### src/rtl/osi_pkg.sv
package osi_pkg;
    // register offsets on the device register port
    localparam logic [7:0] OSI_ADDR_CTRL1   = 8'h10;
    localparam logic [7:0] OSI_ADDR_STATUS  = 8'h13;
    localparam logic [7:0] OSI_ADDR_MASK    = 8'h14;
    localparam logic [7:0] OSI_ADDR_EDGE    = 8'h15;
    localparam logic [7:0] OSI_ADDR_LATCH   = 8'h16;

    // status field positions
    localparam int OSI_ST_BUS_VALID   = 0;
    localparam int OSI_ST_SESS_VALID  = 1;
    localparam int OSI_ST_SESS_END    = 2;
    localparam int OSI_ST_ID_GROUNDED      = 3;
    localparam int OSI_ST_ID_FLOATING    = 4;
    localparam int OSI_ST_A_NEG       = 5;
    localparam int OSI_ST_B_NEG       = 6;

    // control register 1 field positions
    localparam int OSI_C1_IRQ_PUSHPULL = 1;
    localparam int OSI_C1_NEG_CONN_EN  = 2;

    // latch field positions
    localparam int OSI_LT_BUS_RISE   = 0;
    localparam int OSI_LT_SESS_RISE  = 1;
    localparam int OSI_LT_BUS_FALL   = 2;
    localparam int OSI_LT_SESS_FALL  = 3;
    localparam int OSI_LT_SESS_END   = 4;
    localparam int OSI_LT_ID_GROUNDED     = 5;
    localparam int OSI_LT_ID_FLOATING   = 6;
    localparam int OSI_LT_NEG        = 7;

    // writable bit masks and reset values
    localparam logic [7:0] OSI_CTRL1_WMASK = 8'h06;
    localparam logic [7:0] OSI_MASK_WMASK  = 8'h3f;
    localparam logic [7:0] OSI_EDGE_WMASK  = 8'h03;
    localparam logic [7:0] OSI_CTRL1_RST   = 8'h00;
    localparam logic [7:0] OSI_MASK_RST    = 8'h00;
    localparam logic [7:0] OSI_EDGE_RST    = 8'h00;
    localparam logic [7:0] OSI_LATCH_RST   = 8'h00;
    localparam logic [1:0] OSI_NEG_RST     = 2'h0;
endpackage

### src/rtl/osi_status_irq.sv
`timescale 1ns/1ns
// Operation
// - status bit0 follows bus-valid comparator
// - status bit2 high when below session-end
// - status bit3 reads identification grounded
// - status bit4 reads identification floating
// - bit5 set on A-side negotiation, sticky
// - bit6 set on B-side SE0, sticky
// - status at 13h, bits 7..5 reset zero
// - mask, edge, latch reset to zero
// - mask bits 0..5 enable each source
// - edge bit0 picks bus-valid edge
// - edge bit1 picks session-valid edge
// - latch bits record each pending request
// - control1 bit2 gates negotiation flags
// - control1 bit1 picks open-drain or push-pull
module osi_status_irq
(
    input  wire logic       clk_i,              // 100 MHz device clock
    input  wire logic       rstn_i,             // async power-up reset, active low
    input  wire logic [7:0] reg_addr_i,         // register address
    input  wire logic       reg_wr_i,           // write strobe, one cycle
    input  wire logic [7:0] reg_wdata_i,        // write data
    input  wire logic       reg_rd_i,           // read strobe, one cycle
    output logic      [7:0] reg_rdata_o,        // read data, registered
    input  wire logic       bus_valid_i,        // bus-valid comparator
    input  wire logic       session_valid_i,    // session-valid comparator
    input  wire logic       session_end_i,      // high when bus below session-end level
    input  wire logic       id_grounded_i,      // identification detector: grounded
    input  wire logic       id_floating_i,      // identification detector: floating
    input  wire logic       a_device_i,         // device acts as A-device
    input  wire logic       negotiation_i,      // host negotiation in progress
    input  wire logic       partner_pullup_i,   // partner attached its pullup
    input  wire logic       se0_i,              // SE0 seen on the data lines
    output logic            irq_n_o,            // interrupt pin level, active low
    output logic            irq_oe_o            // interrupt pin output enable
);
    import osi_pkg::*;

    logic [7:0] ctrl1_q;        // control register 1 (bits 1, 2 only)
    logic [7:0] mask_q;         // interrupt enable mask
    logic [7:0] edge_q;         // edge select
    logic [7:0] latch_q;        // pending requests
    logic [7:0] latch_d;        // next pending requests
    logic [1:0] neg_q;          // a-side / b-side negotiation flags
    logic [1:0] neg_d;          // next negotiation flags
    logic [4:0] prev_q;         // last sampled detector bits
    logic       prev_ok_q;      // prev_q holds a real sample
    logic [7:0] rdata_d;        // read mux

    // live status image, bit 7 unused
    wire [7:0] status_w = {1'b0, neg_q, id_floating_i, id_grounded_i,
                           session_end_i, session_valid_i, bus_valid_i};

    // decode of write strobes and the latch read strobe
    wire wr_ctrl1_w = reg_wr_i && (reg_addr_i == OSI_ADDR_CTRL1);
    wire wr_mask_w  = reg_wr_i && (reg_addr_i == OSI_ADDR_MASK);
    wire wr_edge_w  = reg_wr_i && (reg_addr_i == OSI_ADDR_EDGE);
    wire rd_latch_w = reg_rd_i && (reg_addr_i == OSI_ADDR_LATCH);

    wire neg_en_w = ctrl1_q[OSI_C1_NEG_CONN_EN];
    wire a_set_w  = neg_en_w && a_device_i && negotiation_i && partner_pullup_i;
    wire b_set_w  = neg_en_w && !a_device_i && negotiation_i && se0_i;

    // flags hold until software drops the enable; while it is low they cannot set
    // the b-side flag raises no request of its own: only the a-side event owns a latch bit
    assign neg_d = neg_en_w ? (neg_q | {b_set_w, a_set_w}) : OSI_NEG_RST;

    // edge detection; first sample after reset raises nothing since the level is unknown
    // limitation: a detector pulse narrower than one clock can be missed, so the
    // comparator outputs are expected to be filtered before they reach this block
    wire [4:0] rise_w = prev_ok_q ? (status_w[4:0] & ~prev_q) : 5'h00;
    wire [4:0] fall_w = prev_ok_q ? (~status_w[4:0] & prev_q) : 5'h00;
    wire       neg_rise_w = neg_d[0] && !neg_q[0];

    // raw request events, one per latch bit
    wire [7:0] event_w = {
        neg_rise_w,
        rise_w[OSI_ST_ID_FLOATING],
        rise_w[OSI_ST_ID_GROUNDED],
        rise_w[OSI_ST_SESS_END],
        fall_w[OSI_ST_SESS_VALID] && !edge_q[OSI_ST_SESS_VALID],
        fall_w[OSI_ST_BUS_VALID]  && !edge_q[OSI_ST_BUS_VALID],
        rise_w[OSI_ST_SESS_VALID] &&  edge_q[OSI_ST_SESS_VALID],
        rise_w[OSI_ST_BUS_VALID]  &&  edge_q[OSI_ST_BUS_VALID]
    };

    // reading the latch clears it; a new event in that cycle wins over the clear
    assign latch_d = (rd_latch_w ? OSI_LATCH_RST : latch_q) | event_w;

    // each mask bit covers its source; edge sources own two latch bits
    wire [7:0] mask_exp_w = {mask_q[5], mask_q[4], mask_q[3], mask_q[2],
                             mask_q[1], mask_q[0], mask_q[1], mask_q[0]};
    wire       irq_act_w  = |(latch_q & mask_exp_w);

    // open drain only pulls low; push-pull drives both levels
    assign irq_n_o  = !irq_act_w;
    assign irq_oe_o = ctrl1_q[OSI_C1_IRQ_PUSHPULL] || irq_act_w;

    // read mux; unmapped addresses read zero
    // the mux is sampled into reg_rdata_o so the host sees one stable value per read
    assign rdata_d = (reg_addr_i == OSI_ADDR_CTRL1)  ? ctrl1_q  :
                     (reg_addr_i == OSI_ADDR_STATUS) ? status_w :
                     (reg_addr_i == OSI_ADDR_MASK)   ? mask_q   :
                     (reg_addr_i == OSI_ADDR_EDGE)   ? edge_q   :
                     (reg_addr_i == OSI_ADDR_LATCH)  ? latch_q  : 8'h00;

    // software registers, unused bits forced to zero
    always_ff @(posedge clk_i or negedge rstn_i) begin
        if (!rstn_i) begin
            ctrl1_q <= OSI_CTRL1_RST;
            mask_q  <= OSI_MASK_RST;
            edge_q  <= OSI_EDGE_RST;
        end else begin
            if (wr_ctrl1_w) ctrl1_q <= reg_wdata_i & OSI_CTRL1_WMASK;
            if (wr_mask_w)  mask_q  <= reg_wdata_i & OSI_MASK_WMASK;
            if (wr_edge_w)  edge_q  <= reg_wdata_i & OSI_EDGE_WMASK;
        end
    end

    // hardware state: latch, negotiation flags, edge history, read data
    always_ff @(posedge clk_i or negedge rstn_i) begin
        if (!rstn_i) begin
            latch_q     <= OSI_LATCH_RST;
            neg_q       <= OSI_NEG_RST;
            prev_q      <= 5'h00;
            prev_ok_q   <= 1'b0;
            reg_rdata_o <= 8'h00;
        end else begin
            latch_q     <= latch_d;
            neg_q       <= neg_d;
            prev_q      <= status_w[4:0];
            prev_ok_q   <= 1'b1;
            reg_rdata_o <= reg_rd_i ? rdata_d : reg_rdata_o;
        end
    end

    // checks
    AST_BUS_RISE: assert property (@(posedge clk_i) disable iff (!rstn_i)
        (prev_ok_q && edge_q[0] && $rose(bus_valid_i)) |=> latch_q[OSI_LT_BUS_RISE])
        else $error("bus-valid rise not latched");
    AST_BUS_FALL: assert property (@(posedge clk_i) disable iff (!rstn_i)
        (prev_ok_q && !edge_q[0] && $fell(bus_valid_i)) |=> latch_q[OSI_LT_BUS_FALL])
        else $error("bus-valid fall not latched");
    AST_SESS_EDGE: assert property (@(posedge clk_i) disable iff (!rstn_i)
        (edge_q[1] && $fell(session_valid_i) && !latch_q[OSI_LT_SESS_FALL] && !rd_latch_w)
        |=> !latch_q[OSI_LT_SESS_FALL])
        else $error("session fall latched on rising select");
    AST_STATUS: assert property (@(posedge clk_i) disable iff (!rstn_i)
        (reg_rd_i && reg_addr_i == OSI_ADDR_STATUS)
        |=> reg_rdata_o[4:0] == $past(status_w[4:0]) && reg_rdata_o[7] == 1'b0)
        else $error("status read mismatch");
    AST_NEG_CLEAR: assert property (@(posedge clk_i) disable iff (!rstn_i)
        !neg_en_w |=> neg_q == 2'h0)
        else $error("negotiation flag kept without enable");
    AST_NEG_HOLD: assert property (@(posedge clk_i) disable iff (!rstn_i)
        (neg_q[1] && neg_en_w) |=> neg_q[1])
        else $error("b-side flag dropped while enabled");
    AST_IRQ: assert property (@(posedge clk_i) disable iff (!rstn_i)
        (latch_q[OSI_LT_ID_GROUNDED] && mask_q[3]) |-> (!irq_n_o && irq_oe_o))
        else $error("enabled request does not drive interrupt");
    AST_OD: assert property (@(posedge clk_i) disable iff (!rstn_i)
        (!ctrl1_q[OSI_C1_IRQ_PUSHPULL] && irq_n_o) |-> !irq_oe_o)
        else $error("open drain drives high");
    AST_UNUSED: assert property (@(posedge clk_i) disable iff (!rstn_i)
        wr_mask_w |=> mask_q[7:6] == 2'h0 && edge_q[7:2] == 6'h00)
        else $error("unused bits stored");
    AST_LATCH_CLR: assert property (@(posedge clk_i) disable iff (!rstn_i)
        (rd_latch_w && event_w == 8'h00) |=> latch_q == 8'h00)
        else $error("latch not cleared by read");
    AST_LATCH_HOLD: assert property (@(posedge clk_i) disable iff (!rstn_i)
        !rd_latch_w |=> ((latch_q & $past(latch_q)) == $past(latch_q)))
        else $error("pending request lost without a read");

    // session edge select: the chosen transition must land in its own latch bit
    AST_SESS_RISE: assert property (@(posedge clk_i) disable iff (!rstn_i)
        (prev_ok_q && edge_q[1] && $rose(session_valid_i)) |=> latch_q[OSI_LT_SESS_RISE])
        else $error("session rise not latched");
    AST_SESS_FALL: assert property (@(posedge clk_i) disable iff (!rstn_i)
        (prev_ok_q && !edge_q[1] && $fell(session_valid_i)) |=> latch_q[OSI_LT_SESS_FALL])
        else $error("session fall not latched");

    // level sources latch when their status bit becomes true
    AST_END_REQ: assert property (@(posedge clk_i) disable iff (!rstn_i)
        (prev_ok_q && $rose(session_end_i)) |=> latch_q[OSI_LT_SESS_END])
        else $error("session end not latched");
    AST_GND_REQ: assert property (@(posedge clk_i) disable iff (!rstn_i)
        (prev_ok_q && $rose(id_grounded_i)) |=> latch_q[OSI_LT_ID_GROUNDED])
        else $error("id grounded not latched");
    AST_FLOAT_REQ: assert property (@(posedge clk_i) disable iff (!rstn_i)
        (prev_ok_q && $rose(id_floating_i)) |=> latch_q[OSI_LT_ID_FLOATING])
        else $error("id floating not latched");
    AST_NEG_REQ: assert property (@(posedge clk_i) disable iff (!rstn_i)
        $rose(neg_q[0]) |-> latch_q[OSI_LT_NEG])
        else $error("negotiation request not latched");

    // negotiation flags set from the raw role and line inputs
    AST_A_SET: assert property (@(posedge clk_i) disable iff (!rstn_i)
        (ctrl1_q[OSI_C1_NEG_CONN_EN] && a_device_i && negotiation_i && partner_pullup_i) |=> neg_q[0])
        else $error("a-side flag not set");
    AST_B_SET: assert property (@(posedge clk_i) disable iff (!rstn_i)
        (ctrl1_q[OSI_C1_NEG_CONN_EN] && !a_device_i && negotiation_i && se0_i) |=> neg_q[1])
        else $error("b-side flag not set");

    // interrupt pin: only a masked-in request may pull it, and idle means high, driven only in push-pull
    AST_MASK_GATE: assert property (@(posedge clk_i) disable iff (!rstn_i)
        !irq_n_o |-> (|(latch_q[7:4] & mask_q[5:2]) || |(latch_q[3:0] & {mask_q[1:0], mask_q[1:0]})))
        else $error("interrupt without enabled request");
    AST_PP: assert property (@(posedge clk_i) disable iff (!rstn_i)
        ctrl1_q[OSI_C1_IRQ_PUSHPULL] |-> irq_oe_o)
        else $error("push-pull pin not driven");
    AST_IRQ_IDLE: assert property (@(posedge clk_i) disable iff (!rstn_i)
        (latch_q == 8'h00) |-> (irq_n_o && irq_oe_o == ctrl1_q[OSI_C1_IRQ_PUSHPULL]))
        else $error("interrupt active with nothing pending");

    // read path: flags reach the status image and read data holds between reads
    AST_STATUS_NEG: assert property (@(posedge clk_i) disable iff (!rstn_i)
        (reg_rd_i && reg_addr_i == OSI_ADDR_STATUS) |=> reg_rdata_o[6:5] == $past(neg_q))
        else $error("negotiation flags not in status read");
    AST_READ_HOLD: assert property (@(posedge clk_i) disable iff (!rstn_i)
        !reg_rd_i |=> $stable(reg_rdata_o))
        else $error("read data changed without a read");

    // main scenarios to be seen at least once
    COV_IRQ:    cover property (@(posedge clk_i) disable iff (!rstn_i) $fell(irq_n_o));
    COV_NEG:    cover property (@(posedge clk_i) disable iff (!rstn_i) $rose(neg_q[0]));
    COV_SETCLR: cover property (@(posedge clk_i) disable iff (!rstn_i) rd_latch_w && |event_w);
    COV_BFLAG:  cover property (@(posedge clk_i) disable iff (!rstn_i) $rose(neg_q[1]));
    COV_SFALL:  cover property (@(posedge clk_i) disable iff (!rstn_i) $rose(latch_q[OSI_LT_SESS_FALL]));
endmodule

### config.mk
export PLATFORM = sky130hd
export DESIGN_NAME = osi_status_irq
export DESIGN_NICKNAME = d
export VERILOG_FILES = /design/src/rtl/osi_pkg.sv /design/src/rtl/osi_status_irq.sv
export SDC_FILE = /design/constraint.sdc
export NUM_CORES = 1
export LEC_CHECK = 0
export BUFFER_PORTS_ARGS = -buffer_cell sky130_fd_sc_hd__buf_2
export CAP_MARGIN = 20
export CORE_MARGIN = 2
export CORE_UTILIZATION = 52
export CTS_CLUSTER_DIAMETER = 60
export CTS_CLUSTER_SIZE = 12
export DETAILED_ROUTE_END_ITERATION = 8
export PLACE_DENSITY = 0.8
export SYNTH_ARGS = -nofsm -noshare
export SYNTH_HDL_FRONTEND = slang
export SYNTH_SLANG_ARGS = --single-unit
### constraint.sdc
create_clock -name clk_i -period 1.5 [get_ports clk_i]
set_input_delay 0.225 -clock clk_i [delete_from_list [all_inputs] [get_ports clk_i]]
set_output_delay 0.225 -clock clk_i [all_outputs]
set_load 0.05 [all_outputs]
==> metrics.md <==
| Metric | Value |
|---|---|
| # diodes | `0` |
| Min-delay worst type | `in -> reg` |
| Sw Ratio | `26.3%` |
| Syn-to-layout area delta | `27.6%` |
| Port Buffers | `36` |
| Register area | `851 µm²` |
| Share of cells above drive strength 1 | `38.3%` |
| Synth cell types | `36` |
| Crit Path Class | `reg -> out` |
| Critical Path End | `irq_oe_o` |
| Worst R2R Setup Slack | `0.24 ns` |
| Total GRT Usage | `24.4%` |
| Initial Utilization | `55.4%` |
| Drt via density | `5.80` |
| FF+latch count, synth | `34` |
| Failing checks | `DRC, setup timing` |
| CP Cell Sequence | `a22oi_2 > and4_4 > nand2b_4 > buf_8` |
| R2r startpoint | `mask_q[1]$_DFFE_PN0P_` |
| Final hold violations | `0` |
| Clock slew at reported path FFs | `0.11 ns` |
| Post-synth EDFFs | `0` |
| TritonCTS Sinks | `34` |
| Drt wl/cell | `17.4 µm` |
| Syn avg cell area | `11.5 µm²` |
| Via Count | `1270` |
| Clock buffer depth | `2` |
| Critical path data required time | `1.27 ns` |
| Tcrit/Tclk final | `113%` |
| Syn Inst Count | `135` |
| Reg-to-Reg End | `reg_rdata_o[1]$_DFFE_PN0P_` |
| Die X | `58.7 µm` |
| LEAKAGE | `0.000984 µW` |
| Unrepaired setup endpoints after global routing | `true` |
| Num CTS Buffers | `5` |
| CP max-delay cell | `dfrtp_1` |
| Starting DRC count in detailed routing | `49` |
| Clock power frac | `33.6%` |
| Post-synth net total | `164` |
| Cell Area, Synth | `1550 µm²` |
| Reg power frac | `50.6%` |
| First-pass GRT wire length | `6070 µm` |
| Root buf cell | `clkbuf_4` |
| Internal power | `1440 µW` |
| CTS tree | `yes` |
| Vias in the first global route | `1277` |
| Post-Route WL | `3820 µm` |
| Min Tclk post-route | `1.69 ns` |
| DIE HEIGHT | `58.7 µm` |
| Worst path arrival time | `1.47 ns` |
| # fillers | `212` |
| Final setup violation count | `2` |
| Fin nets | `216` |
| Finished Cell Area | `1980 µm²` |
| Clock Skews | `0.00841 ns` |
| Max Cap Viol | `0` |
| Initial antenna violation count | `0` |
| Synth top cells by count | `dfrtp_1 (34), inv_1 (14), nor2_1 (10)` |
| Worst path max stage delay | `0.42 ns` |
| Comb pwr share | `15.8%` |
| Synth area leader | `dfrtp_1` |
| Largest net degree at the start of global routing | `19` |
| Switch Pwr | `515 µW` |
| Boundary pin count | `39` |
| Worst slew pin tran | `0.600 ns` |
| Area share of the largest cell type after synthesis | `54.8%` |
| Power per cell area | `987 nW/µm²` |
| Area occupied by multi-input gates | `636 µm²` |
| Most common cell in the netlist | `dfrtp_1` |
| Critical path depth | `4` |
| H-tree levels | `2` |
| CP Capture Type | `output port` |
| Cell family with most CP delay | `flip-flops` |
| Iteration count of the initial detailed-routing pass | `6` |
| Status | `finished, violations left` |
| Core Area | `2810 µm²` |
| CP startpoint kind | `flop` |
| Placed Instance Area | `1830 µm²` |
| HPWL Detailed | `2690 µm` |
| R2r worst-path depth | `3` |
| Clock latency on the worst-skew pair | `0.34 ns` |
| Number of nets with antenna violations after routing | `0` |
| Synth Flop Type | `dfrtp_1` |
| Synthesis warning total | `0` |
| Buf/Inv on CP | `1` |
| Pins Over Slew Limit | `0` |
| GPL Wtd Cong | `0.934` |
| GR Overflow Total | `0` |
| Fmax | `590 MHz` |
| FFs w/ async S/R, synth | `100%` |
| Post-synthesis sequential area ratio | `54.8%` |
| Top post-synthesis cells by area | `dfrtp_1 (55%), mux2_4 (5.8%), a32o_1 (3.9%)` |
| PnR worst setup slack | `-0.194 ns` |
| Setup TNS | `-0.377 ns` |
| Crit. Startpoint | `mask_q[3]$_DFFE_PN0P_` |
| Max-slew headroom | `59.5%` |
| Row Count | `19` |
| VDD IR max | `816 µV` |
| Crit Path Max Fanout | `2` |
| Post-route DRC | `3` |
| Die Footprint | `3440 µm²` |
## flip-flops by register name, indices dropped and copies added (netlist names)
register     count
latch_q          8
reg_rdata_o      8
mask_q           6
prev_q           5
ctrl1_q          2
edge_q           2
neg_q            2
prev_ok_q        1
## worst reg2reg max path, cell delays in order, from the launching register on
cell and delay, ns:
dfrtp_1 0.41, mux2_2 0.27, a221oi_1 0.33, o32ai_1 0.13
## power by group through the flow
stage	logic, µW	registers (µW)	clock network (µW)
6_report	309	991	657
5_1_grt	331	995	704
4_1_cts	305	989	661
3_5_place_dp	265	1000	0
3_3_place_gp	255	1000	0
2_1_floorplan	151	997	0
## layer usage
layer | wire, µm | GRT usage [%] | vias up
met5 | 0 | 0 | -
met4 | 44 | 8.77 | 0
met3 | 227 | 6.15 | 6
met2 | 1920 | 41.1 | 49
met1 | 1630 | 30.8 | 621
li1 | - | - | 594
## cells in the final DEF (no fill, tap or decap), drive strengths merged, types with 4 or more instances in the layout
cell type | netlist | final
dfrtp | 34 | 34
mux2 | 11 | 11
a32o | 6 | 6
mux2i | 5 | 5
inv | 14 | 14
nand2 | 6 | 6
o21ai | 4 | 4
clkbuf | 2 | 5
o22ai | 6 | 6
buf | 3 | 48
nor2 | 10 | 10
## area by class of cell
| cell class | instances | share of cell area [%] |
|---|---|---|
| timing repair buffer | 50 | 16.5 |
| inverter | 14 | 2.65 |
| sequential | 34 | 42.9 |
| clock inverter | 3 | 2.02 |
| clock buffer | 5 | 1.89 |
| tap | 31 | 1.96 |
| multi-input combinational | 82 | 32.1 |
## kinds of logic after synthesis
family          count (synthesis)  synth area share, %
other cells                     1                0.241
simple gates                   33                 11.4
flops                          34                 54.8
buf+inv                        19                 5.64
compound gates                 32                 15.3
mux                            16                 12.6
## stage by stage
stage | std cells | utilization, % | total power [µW] | setup slack (ns) | hold slack (ns)
floorplan | 135 | - | 1150 | 0.0412 | -0.0706
global placement | 206 | 65.4 | 1260 | -0.108 | 0.178
detailed placement | 206 | 65.4 | 1270 | -0.158 | 0.179
CTS | 218 | 70.3 | 1960 | -0.162 | 0.0172
global route | 219 | 70.7 | 2030 | -0.241 | 0.0108
finish | 219 | 70.7 | 1960 | -0.194 | 0.0191
## what timing repair did
| item | 4_1_cts | 5_1_grt |
|---|---|---|
| resized for setup | 10 | 0 |
| pin swaps | 2 | 0 |
| hold buffers | 1 | 1 |
| hold endpoints to repair | 17 | 1 |
| buffers inserted | 3 | 0 |
| setup endpoints to repair | 2 | 2 |
## worst min path at each step
stage                  startpoint                         end  slack [ns]  depth (start not counted)
finish              session_end_i         prev_q[2]$_DFF_PN0_        0.02                          1
floorplan                  rstn_i      ctrl1_q[1]$_DFFE_PN0P_       -0.07                          0
CTS                 id_grounded_i         prev_q[3]$_DFF_PN0_        0.02                          1
detailed placement         rstn_i  reg_rdata_o[7]$_DFFE_PN0P_        0.18                          1
global placement           rstn_i  reg_rdata_o[7]$_DFFE_PN0P_        0.18                          1
global route        session_end_i         prev_q[2]$_DFF_PN0_        0.01                          1
No activity file was read; power rests on OpenSTA's default activity.
